**src/pkg/swd_cfg.svh**
```systemverilog
// Constants for the sleep, wake-up and watchdog block
// How it works
// - Power-down is entered only by the halt instruction.
// - Halt stops the system clock and freezes execution; the real-time clock keeps running.
// - Memory, registers and ports hold their values through power-down.
// - Halt clears the watchdog; it counts on own or real-time clock, stops on system clock.
// - Halt sets the power-down flag and clears the timeout flag.
// - Wake on external reset, pin falling edge, interrupt or watchdog overflow.
// - Reset wake is a full reset; watchdog wake resets only counter and stack, not the device.
// - Power-down flag cleared by power-up or clear instruction, set only by halt.
// - Each of seven pins has its own wake enable; pin wake resumes after halt.
// - Disabled or stack-full interrupt wake resumes after halt; request stays pending.
// - Enabled interrupt with free stack level takes the normal interrupt response.
// - An interrupt already pending at halt cannot wake the device.
// - Pin, interrupt and watchdog wakes wait 1024 system clocks, reset wake none; interrupt wake adds further cycles.
// - Watchdog is off only when both option and control key select disable.
// - Key 1010B disables, reset value; any other key enables; 0101B recommended.
// - With the watchdog off every watchdog instruction is a no-operation.
// - Watchdog clock is own oscillator, real-time clock or system clock divided by four.
// - Watchdog clock divides by 256 then a 7-bit prescaler set by three select bits.
// - Timeout in normal running resets the device and sets the timeout flag.
// - Timeout in power-down wakes, sets timeout flag, resets only counter and stack.
// - Watchdog counter cleared by reset pin low, clear instructions or halt.
// - Single mode: one clear instruction; dual mode: the two must alternate.
`ifndef SWD_CFG_SVH
`define SWD_CFG_SVH
`define SWD_KEY_W 4
`define SWD_KEY_OFF 4'hA
`define SWD_KEY_RESET 4'hA
`define SWD_WAKE_CYCLES 1024
`define SWD_BASE_DIV 256
`define SWD_QUARTER_DIV 4
`define SWD_PIN_COUNT 7
`endif

```
**src/pkg/swd_pkg.sv**
```systemverilog
// Types for the sleep, wake-up and watchdog block
package swd_pkg;
  typedef enum logic [1:0] {
    SWD_SRC_OWN = 2'h0,
    SWD_SRC_RTC = 2'h1,
    SWD_SRC_QUARTER = 2'h2
  } swd_src_t;
  typedef enum logic [2:0] {
    SWD_RUN = 3'h1,
    SWD_HALT = 3'h2,
    SWD_WAKE = 3'h4
  } swd_state_t;
  typedef enum logic [1:0] {
    SWD_WK_NONE = 2'h0,
    SWD_WK_PIN = 2'h1,
    SWD_WK_IRQ = 2'h2,
    SWD_WK_DOG = 2'h3
  } swd_wake_t;
endpackage

```
**src/verilog/swd_top.sv**
```systemverilog
// Power-down, wake-up and watchdog control for the small controller
`timescale 1ns/1ns
`include "swd_cfg.svh"
module swd_top #(
  parameter int PINS = `SWD_PIN_COUNT,
  parameter int WAKE_CYCLES = `SWD_WAKE_CYCLES
) (
  input wire logic ref_clk_i,
  input wire logic rst_i,
  input wire logic ext_reset_n_i,
  input wire logic own_osc_tick_i,
  input wire logic rtc_tick_i,
  input wire logic opt_rtc_enable_i,
  input wire logic opt_dog_enable_i,
  input wire swd_pkg::swd_src_t opt_dog_source_i,
  input wire logic opt_dual_clear_i,
  input wire logic [PINS-1:0] opt_pin_wake_en_i,
  input wire logic [PINS-1:0] port_wake_pins_i,
  input wire logic halt_instr_i,
  input wire logic single_dog_clear_instr_i,
  input wire logic first_dog_clear_instr_i,
  input wire logic second_dog_clear_instr_i,
  input wire logic key_write_i,
  input wire logic [3:0] key_wdata_i,
  input wire logic [2:0] prescale_sel_i,
  input wire logic irq_request_i,
  input wire logic irq_enabled_i,
  input wire logic stack_full_i,
  output logic [3:0] dog_enable_key_o,
  output logic dog_active_o,
  output logic power_down_flag_o,
  output logic timeout_flag_o,
  output logic sys_clk_run_o,
  output logic rtc_run_o,
  output logic hold_state_o,
  output logic fetch_enable_o,
  output logic dog_reset_o,
  output logic pc_sp_reset_o,
  output logic irq_service_o,
  output logic irq_pending_hold_o,
  output swd_pkg::swd_wake_t wake_cause_o
);
  import swd_pkg::*;
  localparam int WCW = $clog2(WAKE_CYCLES + 1);
  if (PINS < 1 || PINS > 8)
  begin : g_bad_pins
    $error("PINS must be 1 to 8");
  end
  if (WAKE_CYCLES < 1)
  begin : g_bad_wake
    $error("WAKE_CYCLES must be positive");
  end

  // Pin side inputs pass the three-stage synchroniser
  logic [PINS-1:0] pin_lvl;
  logic ext_reset_n_lvl;
  swd_sync #(.WIDTH(PINS), .RST_VAL(1'b1)) u_pin_sync (
    .ref_clk_i(ref_clk_i),
    .rst_i(rst_i),
    .async_i(port_wake_pins_i),
    .level_o(pin_lvl)
  );
  swd_sync #(.WIDTH(1), .RST_VAL(1'b1)) u_rst_sync (
    .ref_clk_i(ref_clk_i),
    .rst_i(rst_i),
    .async_i(ext_reset_n_i),
    .level_o(ext_reset_n_lvl)
  );

  swd_state_t state_q;
  swd_state_t state_d;
  logic [WCW-1:0] wake_cnt_q;
  logic [PINS-1:0] pin_prev_q;
  logic [3:0] key_q;
  logic pdf_q;
  logic to_q;
  logic clr_last_second_q;
  logic clr_seen_q;
  logic irq_armed_q;
  logic [1:0] quarter_q;
  swd_wake_t cause_q;
  logic dog_reset_q;
  logic pcsp_q;
  logic svc_q;
  logic pend_q;

  // Enable decode shared by the clear and timeout paths
  function automatic logic dog_on(input logic opt_en, input logic [3:0] key);
    dog_on = opt_en || (key != `SWD_KEY_OFF);
  endfunction

  wire dog_en = dog_on(opt_dog_enable_i, key_q);
  wire running = (state_q == SWD_RUN);
  wire halting = (state_q == SWD_HALT);
  wire ext_rst_low = !ext_reset_n_lvl;
  // Halt is the only path into power-down
  wire do_halt = running && halt_instr_i;

  // Clear instructions: single mode direct, dual mode must alternate
  wire clr_first_ok = first_dog_clear_instr_i && (!clr_seen_q || clr_last_second_q);
  wire clr_second_ok = second_dog_clear_instr_i && (!clr_seen_q || !clr_last_second_q);
  wire clr_dual = clr_first_ok || clr_second_ok;
  wire clr_instr_raw = opt_dual_clear_i ? clr_dual : single_dog_clear_instr_i;
  wire clr_instr = running && dog_en && clr_instr_raw;

  // Clock source tick; system quarter clock stops in power-down
  wire quarter_tick = (quarter_q == 2'h3) && !halting;
  wire rtc_tick_ok = rtc_tick_i && opt_rtc_enable_i;
  wire src_tick = (opt_dog_source_i == SWD_SRC_OWN) ? own_osc_tick_i :
                  (opt_dog_source_i == SWD_SRC_RTC) ? rtc_tick_ok : quarter_tick;
  wire dog_tick = dog_en && src_tick && (state_q != SWD_WAKE);
  // Counter cleared by reset pin, clear instructions or halt
  wire dog_clear = ext_rst_low || clr_instr || do_halt;
  logic dog_ovf;
  swd_dog_counter #(.BASE_DIV(`SWD_BASE_DIV)) u_dog (
    .ref_clk_i(ref_clk_i),
    .rst_i(rst_i),
    .tick_i(dog_tick),
    .clear_i(dog_clear),
    .prescale_sel_i(prescale_sel_i),
    .overflow_o(dog_ovf)
  );
  wire dog_ovf_hit = dog_ovf && dog_en;

  // Wake sources while halted
  wire [PINS-1:0] pin_fall = pin_prev_q & ~pin_lvl & opt_pin_wake_en_i;
  wire pin_wake = halting && (|pin_fall);
  wire irq_wake = halting && irq_armed_q && irq_request_i;
  wire dog_wake = halting && dog_ovf_hit;
  wire any_wake = pin_wake || irq_wake || dog_wake;
  wire wake_done = (state_q == SWD_WAKE) && (wake_cnt_q == WCW'(WAKE_CYCLES - 1));
  wire irq_take = irq_enabled_i && !stack_full_i;

  always_comb
  begin
    state_d = state_q;
    case (state_q)
      SWD_RUN:
        if (do_halt)
          state_d = SWD_HALT;
      SWD_HALT:
        if (any_wake)
          state_d = SWD_WAKE;
      SWD_WAKE:
        if (wake_done)
          state_d = SWD_RUN;
      default:
        state_d = SWD_RUN;
    endcase
    // External reset wins over everything as a full reset
    if (ext_rst_low)
      state_d = SWD_RUN;
  end

  always_ff @(posedge ref_clk_i or posedge rst_i)
  begin
    if (rst_i)
    begin
      state_q <= SWD_RUN;
      wake_cnt_q <= '0;
      pin_prev_q <= {PINS{1'b1}};
      quarter_q <= 2'h0;
      cause_q <= SWD_WK_NONE;
      irq_armed_q <= 1'b0;
    end
    else
    begin
      state_q <= state_d;
      pin_prev_q <= pin_lvl;
      if (!halting)
        quarter_q <= quarter_q + 2'h1;
      // Delay counted on the restarted system clock
      if (state_q == SWD_WAKE && !wake_done)
        wake_cnt_q <= wake_cnt_q + 1'b1;
      else
        wake_cnt_q <= '0;
      // An interrupt already flagged at halt never arms
      if (do_halt)
        irq_armed_q <= !irq_request_i;
      if (pin_wake)
        cause_q <= SWD_WK_PIN;
      else if (irq_wake)
        cause_q <= SWD_WK_IRQ;
      else if (dog_wake)
        cause_q <= SWD_WK_DOG;
      else if (ext_rst_low)
        cause_q <= SWD_WK_NONE;
    end
  end

  // Enable key, status flags and the clear alternation
  always_ff @(posedge ref_clk_i or posedge rst_i)
  begin
    if (rst_i)
    begin
      key_q <= `SWD_KEY_RESET;
      pdf_q <= 1'b0;
      to_q <= 1'b0;
      clr_last_second_q <= 1'b0;
      clr_seen_q <= 1'b0;
    end
    else
    begin
      if (ext_rst_low)
        key_q <= `SWD_KEY_RESET;
      else if (key_write_i && running)
        key_q <= key_wdata_i;
      // Halt sets power-down flag; clear instruction drops it
      if (do_halt)
        pdf_q <= 1'b1;
      else if (clr_instr)
        pdf_q <= 1'b0;
      // Timeout sets the flag over any clear
      if (dog_ovf_hit)
        to_q <= 1'b1;
      else if (do_halt || clr_instr)
        to_q <= 1'b0;
      if (clr_instr && opt_dual_clear_i)
      begin
        clr_seen_q <= 1'b1;
        clr_last_second_q <= clr_second_ok;
      end
    end
  end

  // Reset and interrupt outcome pulses
  always_ff @(posedge ref_clk_i or posedge rst_i)
  begin
    if (rst_i)
    begin
      dog_reset_q <= 1'b0;
      pcsp_q <= 1'b0;
      svc_q <= 1'b0;
      pend_q <= 1'b0;
    end
    else
    begin
      // Running timeout is a device reset
      dog_reset_q <= dog_ovf_hit && running;
      // Halted timeout resets only counter and stack after the delay
      pcsp_q <= wake_done && (cause_q == SWD_WK_DOG);
      // Interrupt wake: service or leave pending
      svc_q <= wake_done && (cause_q == SWD_WK_IRQ) && irq_take;
      if (wake_done && cause_q == SWD_WK_IRQ && !irq_take)
        pend_q <= 1'b1;
      else if (irq_take || !irq_request_i)
        pend_q <= 1'b0;
    end
  end

  assign dog_enable_key_o = key_q;
  assign dog_active_o = dog_en;
  assign power_down_flag_o = pdf_q;
  assign timeout_flag_o = to_q;
  assign sys_clk_run_o = !halting;
  assign rtc_run_o = opt_rtc_enable_i;
  // State is frozen, not reset, across power-down
  assign hold_state_o = !running;
  assign fetch_enable_o = running;
  assign dog_reset_o = dog_reset_q;
  assign pc_sp_reset_o = pcsp_q;
  assign irq_service_o = svc_q;
  assign irq_pending_hold_o = pend_q;
  assign wake_cause_o = cause_q;
endmodule

```
**src/verilog/swd_sync.sv**
```systemverilog
// Three-stage input synchroniser with agreement on the last two stages
`timescale 1ns/1ns
module swd_sync #(
  parameter int WIDTH = 1,
  parameter logic RST_VAL = 1'b1
) (
  input wire logic ref_clk_i,
  input wire logic rst_i,
  input wire logic [WIDTH-1:0] async_i,
  output logic [WIDTH-1:0] level_o
);
  logic [WIDTH-1:0] s1_q;
  logic [WIDTH-1:0] s2_q;
  logic [WIDTH-1:0] s3_q;
  logic [WIDTH-1:0] lvl_q;
  logic [WIDTH-1:0] lvl_d;
  genvar g;
  generate
    for (g = 0; g < WIDTH; g++)
    begin : g_bit
      // A change counts only once the second and third stage agree
      assign lvl_d[g] = (s2_q[g] == s3_q[g]) ? s3_q[g] : lvl_q[g];
    end
  endgenerate
  always_ff @(posedge ref_clk_i or posedge rst_i)
  begin
    if (rst_i)
    begin
      s1_q <= {WIDTH{RST_VAL}};
      s2_q <= {WIDTH{RST_VAL}};
      s3_q <= {WIDTH{RST_VAL}};
      lvl_q <= {WIDTH{RST_VAL}};
    end
    else
    begin
      s1_q <= async_i;
      s2_q <= s1_q;
      s3_q <= s2_q;
      lvl_q <= lvl_d;
    end
  end
  assign level_o = lvl_q;
endmodule

```
**src/verilog/swd_dog_counter.sv**
```systemverilog
// Watchdog divider chain: 8-bit base stage then 7-bit prescaler
`timescale 1ns/1ns
`include "swd_cfg.svh"
module swd_dog_counter #(
  parameter int BASE_DIV = `SWD_BASE_DIV
) (
  input wire logic ref_clk_i,
  input wire logic rst_i,
  input wire logic tick_i,
  input wire logic clear_i,
  input wire logic [2:0] prescale_sel_i,
  output logic overflow_o
);
  import swd_pkg::*;
  localparam int BW = $clog2(BASE_DIV);
  if (BASE_DIV < 2 || (1 << BW) != BASE_DIV)
  begin : g_bad_div
    $error("BASE_DIV must be a power of two");
  end
  logic [BW-1:0] base_q;
  logic [6:0] pre_q;
  logic base_wrap;
  logic [7:0] pre_next;
  logic pre_wrap;
  assign base_wrap = tick_i && (base_q == {BW{1'b1}});
  assign pre_next = {1'b0, pre_q} + 8'h01;
  // Ratio is 2^sel, so sel all ones gives 1:128
  assign pre_wrap = base_wrap && pre_next[prescale_sel_i];
  always_ff @(posedge ref_clk_i or posedge rst_i)
  begin
    if (rst_i)
    begin
      base_q <= '0;
      pre_q <= 7'h00;
      overflow_o <= 1'b0;
    end
    else if (clear_i)
    begin
      base_q <= '0;
      pre_q <= 7'h00;
      overflow_o <= 1'b0;
    end
    else
    begin
      if (tick_i)
        base_q <= base_q + 1'b1;
      if (pre_wrap)
        pre_q <= 7'h00;
      else if (base_wrap)
        pre_q <= pre_next[6:0];
      overflow_o <= pre_wrap;
    end
  end
endmodule

```
**config.mk**
```make
export PLATFORM = sky130hd
export DESIGN_NAME = swd_top
export DESIGN_NICKNAME = d
export VERILOG_FILES = /design/src/pkg/swd_pkg.sv /design/src/verilog/swd_top.sv /design/src/verilog/swd_sync.sv /design/src/verilog/swd_dog_counter.sv
export VERILOG_INCLUDE_DIRS = /design/src /design/src/pkg
export SDC_FILE = /design/constraint.sdc
export NUM_CORES = 1
export LEC_CHECK = 0
export BUFFER_PORTS_ARGS = -buffer_cell sky130_fd_sc_hd__buf_2
export CAP_MARGIN = 20
export CORE_AREA = 2 2 84 86
export DETAILED_ROUTE_END_ITERATION = 7
export DIE_AREA = 0 0 86 88
export HOLD_SLACK_MARGIN = 0.12
export PLACE_DENSITY = 0.77
export SYNTH_ARGS = -nofsm -noshare
export SYNTH_HDL_FRONTEND = slang
export SYNTH_SLANG_ARGS = --single-unit
```
**constraint.sdc**
```tcl
create_clock -name ref_clk_i -period 3.95 [get_ports ref_clk_i]
set_clock_uncertainty 0.15 [all_clocks]
set_input_delay 0.79 -clock ref_clk_i [delete_from_list [all_inputs] [get_ports ref_clk_i]]
set_output_delay 0.79 -clock ref_clk_i [all_outputs]
set_load 0.05 [all_outputs]
```
# --- Word level (Yosys, flattened, before mapping) ---
# Index checks and enable logic that the tools add are counted.
classes:
  addsub: 4
  n_lt_le_gt_ge: 1
  eq_ne: 24
  n_mux: 29
  bitwise_logic: 3
  n_reduce_logical: 53
op_table:
  columns: ["cell", "n"]
  rows:
  - ["$logic_and 1x1->1", 26]
  - ["$mux 7", 3]
  - ["$mux 8", 2]
  - ["$and 7x7->7", 2]
  - ["$mux 3", 4]
  - ["$ne 3x3->1 const B", 4]
  - ["$add 11x1->11 const B", 1]
  - ["$eq 11x10->1 const B", 1]
  - ["$mux 1", 11]
  - ["$mux 11", 1]
  - ["$logic_or 1x1->1", 10]
  - ["$logic_not 1->1", 9]
  - ["$pmux 3 s3", 1]
  - ["$add 7x1->8 const B", 1]
  - ["$add 8x1->8 const B", 1]
  - ["$eq 1x1->1", 8]
  - ["$eq 8x8->1 const B", 1]
  - ["$mux 2", 4]
  - ["$mux 4", 2]
  - ["$ne 4x4->1 const B", 2]
  - ["$reduce_bool 2->1", 4]
  - ["$not 7->7", 1]
  - ["$reduce_or 7->1", 1]
  - ["$eq 2x2->1 const B", 3]
  - ["other kinds (11)", 11]
totals:
  register_bits: 86
  inputBits: 39

# --- Longest topological paths before layout ---
depth:
  ltp_word: 11
  depth_mapped: 9
  mapped_depth_nobuf: 8

# --- Hierarchy ---
# Synthesis repeated with hierarchy kept, for this count alone.
hier_totals:
  hier_cells: 303
  hier_area_um2: 3677.3
modules_own_cells:
  columns: ["module", "instances", "cells_each", "area_per_inst_um2"]
  rows:
  - ["swd_top", 1, 160, 1735.4]
  - ["swd_dog_counter", 1, 101, 1003.5]
  - ["swd_sync (u_pin_sync)", 1, 36, 818.3]
  - ["swd_sync (u_rst_sync)", 1, 6, 120.1]

# --- Least setup slack after synthesis ---
# No wires, ideal clock.
synth_path:
  path_kind: "reg-to-output"
  startpoint: "reg state_q[0]"
  endpoint: "out hold_state_o"
  arrival_time_ps: 1925
  required_ps: 3010
  slack_ps: 1085
  path_stages_with_launch: 3
  cell_sequence: "dfstp_2 nor3b_2 inv_1"
synth_between:
  elab_chain_len: 2
synth_rtl:
  columns: ["item", "line", "text"]
  rows:
  - ["start, declared", "swd_top.sv:70", "swd_state_t state_q;"]
  - ["start signal, assigned", "swd_top.sv:168", "state_q <= state_d;"]
  - ["$eq 3x1->1", "swd_top.sv:93", "wire running = (state_q == SWD_RUN);"]
  - ["via fetch_enable_o", "swd_top.sv:36", "output logic fetch_enable_o,"]
  - ["$logic_not 1->1", "swd_top.sv:258", "assign hold_state_o = !running;"]
  - ["end, declared", "swd_top.sv:35", "output logic hold_state_o,"]
# The timed path passes the listed nets, and every way through them passes these cells.

# --- Worst setup path in the final report ---
layout_path:
  startpoint: "reg state_q[0]"
  endpoint: "out hold_state_o"
layout_between:
  elab_chain_len: 2
layout_rtl:
  columns: ["item", "line"]
  rows:
  - ["$eq 3x1->1", "swd_top.sv:93"]
  - ["$logic_not 1->1", "swd_top.sv:258"]
# No other way between the ends.

==> results <==
- The run finished with clean final reports.
- For this configuration, the core starts out at a cell density of 54.44%.
- The critical path startpoint category is a flip-flop.
- The post-synthesis sequential area ratio is roughly three fifths.
- The critical path endpoint category is a primary output.
- At the later pin of the worst-skew pair, clock insertion delay measures around 0.35 ns.
- The die is ~88 um tall.
- The post-cts repair resize count is 0.
- The mean instance size in the synthesized netlist is between 10 and 15 um2.
- In this run the standard cell core region covers approximately 6600 um2.
- The routed via count divided by cell count is between 5 and 6.
- For this run, asynchronously set or reset flops after synthesis account for between 90% and 100%.
- The proportion of power drawn by flip-flops and latches is 52.0%.
- The die is approximately 86 um wide.
- The clock period minus worst slack is around 2.7 ns.
- Summing over every cut layer, the via total after detailed routing is about 2500.
- At the pin with the least slew margin, the transition time is slightly above 0.9 ns.
- Post-CTS timing repair inserted 0 buffers for setup.
- At the worst endpoint, the required time is between 3 and 4 ns.
- The floorplan has 30 rows.
- The ratio of final minimum period to clock period is 69.57%.
- The most frequently used flop master after synthesis is sky130_fd_sc_hd__dfrtp_1.
- The number of clock sinks seen by CTS is 86.
- The post-synthesis sequential element count is 86.
- The total length of routed wires is 6741 um.
- The largest driver fanout on the critical path is 9.
- The number of DRC violations after detailed-routing iteration 0 is between 100 and 150.
- Prior to clock tree synthesis, the placed netlist has a worst setup slack of approximately 1.3 ns.
- Across the run, the number of max-cap violations was 0.
- The number of different library cells used by synthesis comes to 51.
- Input and output buffers added on the ports amount to 55.
- The clock network accounts for 35.2% of the total power.
- Setup repair after global routing left no endpoint under its margin.
- Entering global routing, the biggest net connects 57 pins.
- Yosys attributes the largest share of cell area to sky130_fd_sc_hd__dfstp_2, sky130_fd_sc_hd__dfrtp_1, sky130_fd_sc_hd__nand2_1.
- The arrival time of data at the critical path endpoint is around 1.8 ns.
- Final hold analysis gives a worst-case slack of approximately 0.2 ns.
- The most common library cell in the layout ignoring fill and taps is sky130_fd_sc_hd__buf_2.
- At the end of routability-driven placement, the weighted congestion stood at roughly 0.85.
- The worst-case setup margin in the final layout is between 1 and 1.5 ns.
- The utilization after layout is between 60% and 70%.
- The detailed-route wire length per cell is roughly 14 um.
- sky130_fd_sc_hd__dfstp_2 takes more of the synthesized area than any other cell.
- In the layout the commonest cells are sky130_fd_sc_hd__buf_2, sky130_fd_sc_hd__nand2_1, sky130_fd_sc_hd__dfrtp_1.
- The H-tree depth is 3.
- The synthesized instance count is about 320.
- The fraction of layout instances using a drive strength above 1 is between 30 and 40%.
- The boundary pin count is 56.
- The synthesized design contains 0 enable-type register cells.
- The share of synthesized area in the top cell type comes to 30.51%.
- The count of hold-fix buffers inserted at cts is 0.
- The number of clock buffers added by TritonCTS is 9.
- The first detailed-routing pass ran for 4 iterations.
- Global routing consumed, over all layers together, between 10% and 20% of the routing resources.
- The net count of the mapped netlist is roughly 360.
- The number of diodes added for antenna fixing is 0.
- Global routing finished with a remaining overflow of 0.
- The count of warnings emitted by yosys is 0.
- Setup total negative slack on the finished layout was measured at 0 ns.
- The final non-filler cell area is 4179 um2.
- In this run the cell area of the synthesized design comes to 3617 um2.
- The worst-case IR drop observed on VDD is ~0.22 mV.
- The clock transition at the register clock pins on the worst setup and hold paths after CTS is around 0.090 ns.
- The maximum clock rate is ~360 MHz.
- The number of nets in the layout is 423.
- Compared with the post-synthesis result, the final layout area differs by 15.53%.
- In this run switching power makes up a little over a quarter of total power.
- The global-route wire length before repair is between 10000 and 15000 um.
- The final-report hold violation count was 0.
- In this run the remaining antenna-violating nets after routing total 0.
- The initial antenna violation count is 0.
- The max-slew violation count is 0.
- The floorplan step defined a die boundary enclosing approximately 7600 um2.
- The part of the total power dissipated in combinational logic is 12.8%.
- TritonCTS built the clock tree.
- The switching power summed over all nets is 516.3 uW.
- The min-delay analysis places its worst path in the category flip-flop to flip-flop.
- The internal power of the cells totals 1408 uW.
- For this design the static power due to leakage is around 0.0018 uW.
- The critical path is of the flip-flop to primary output type.
- The number of global-route vias before repair is ~2400.
- The maximum buffer depth of the clock tree is 2.
- After legalization and detailed placement, the total HPWL measured 4741 um.
- Power spread over the standard cell area amounts to approximately 460 nW/um2.
- Setup violations remaining at the end of the flow were counted as 0.
- The cell area after placement is roughly 4000 um2.
- Headroom to the max-slew limit came out at just under 40%.
- Clock tree synthesis selected as its root buffer the cell sky130_fd_sc_hd__clkbuf_8.
- After detailed routing, the number of remaining DRC violations is 0.
state kept, by name, indices dropped and copies added, names as in the netlist, 2 cells and up:
signal              cells
dog_enable_key_o        4
pin_prev_q              7
quarter_q               2
state_q                 3
u_dog.base_q            8
u_dog.pre_q             7
u_pin_sync.level_o      7
u_pin_sync.s1_q         7
u_pin_sync.s2_q         7
u_pin_sync.s3_q         7
wake_cause_o            2
wake_cnt_q             11
worst max-delay path: stages (launching register included):
cell	delay, ns
sky130_fd_sc_hd__dfstp_2	0.56
sky130_fd_sc_hd__nor3b_2	0.49
sky130_fd_sc_hd__inv_1	0.16
sky130_fd_sc_hd__buf_2	0.25
per-layer routing:
layer	GRT usage, %	vias to the layer above	part of all wire (%)
met3	5.655	8	4.1
met2	29.53	51	47
met1	26.60	1219	47
li1	-	1238	-
met4	6.494	0	1.5
met5	0	-	0
per-stage QoR:
stage | total power (uW) | cells
floorplan | 1189 | 321
global placement | 1255 | 449
detailed placement | 1266 | 449
CTS | 1946 | 465
global route | 2008 | 465
finish | 1924 | 465
cells by family (layout without fill, tap and decap cells):
family / after synthesis / count (layout) / synth area share (%)
buffers and inverters: 15 / 79 / 1.902
flip-flops: 86 / 86 / 60.95
AO/OA/AOI/OAI: 49 / 49 / 9.720
AND/OR/NAND/NOR: 141 / 141 / 19.37
XOR/XNOR: 16 / 16 / 3.874
adder cells (fa/ha/maj): 12 / 12 / 3.598
multiplexers: 2 / 2 / 0.5880
power groups by stage:
stage	logic [uW]	clock network, uW	registers, uW
after floorplan	152	0	1040
after global placement	241	0	1010
after detailed placement	249	0	1020
after CTS	250	694	1000
after global routing	271	728	1010
final	246	677	1000
cells in the mapped netlist, types with 2 or more instances:
library cell,count
sky130_fd_sc_hd__clkbuf_1,5
sky130_fd_sc_hd__nor3b_1,2
sky130_fd_sc_hd__xor2_1,11
sky130_fd_sc_hd__o211a_1,3
sky130_fd_sc_hd__o22ai_1,2
sky130_fd_sc_hd__and3_1,5
sky130_fd_sc_hd__and2_1,5
sky130_fd_sc_hd__and4_1,2
sky130_fd_sc_hd__nor3_1,7
sky130_fd_sc_hd__xnor2_1,5
sky130_fd_sc_hd__nand2_1,45
sky130_fd_sc_hd__o21ai_1,2
sky130_fd_sc_hd__inv_1,6
sky130_fd_sc_hd__ha_1,4
sky130_fd_sc_hd__maj3_1,8
sky130_fd_sc_hd__dfstp_2,42
sky130_fd_sc_hd__a21boi_0,6
sky130_fd_sc_hd__nand3b_1,2
sky130_fd_sc_hd__o21ai_0,12
sky130_fd_sc_hd__nor2b_1,4
sky130_fd_sc_hd__nand3_1,20
sky130_fd_sc_hd__nand4_1,11
sky130_fd_sc_hd__a21oi_1,14
sky130_fd_sc_hd__nor2_1,26
sky130_fd_sc_hd__dfrtp_1,44
sky130_fd_sc_hd__nand2b_1,3
layout make-up:
type                    instances  area [um2]
clock inverters                 6       92.59
multi-input cells             220        1344
flip-flops and latches         86        2205
repair buffers                 56       282.8
well taps                      80       100.1
inverters                       7       27.53
clock buffers                  10       127.6
fillers                       521        2465
final timing paths:
path                                    startpoint               endpoint  slack [ns]  cells past startpoint
min in group asynchronous                    rst_i          wake_cnt_q[6]        0.46                      2
max in group asynchronous                    rst_i  u_pin_sync.level_o[1]        2.24                      3
worst max register to register      u_dog.pre_q[0]         u_dog.pre_q[4]        1.52                      7
worst min-delay path            u_pin_sync.s1_q[6]     u_pin_sync.s2_q[6]        0.20                      0
worst min register to register  u_pin_sync.s1_q[6]     u_pin_sync.s2_q[6]        0.20                      0
worst max-delay path                    state_q[0]           hold_state_o        1.20                      3
Power figures use the tool's default switching activity.
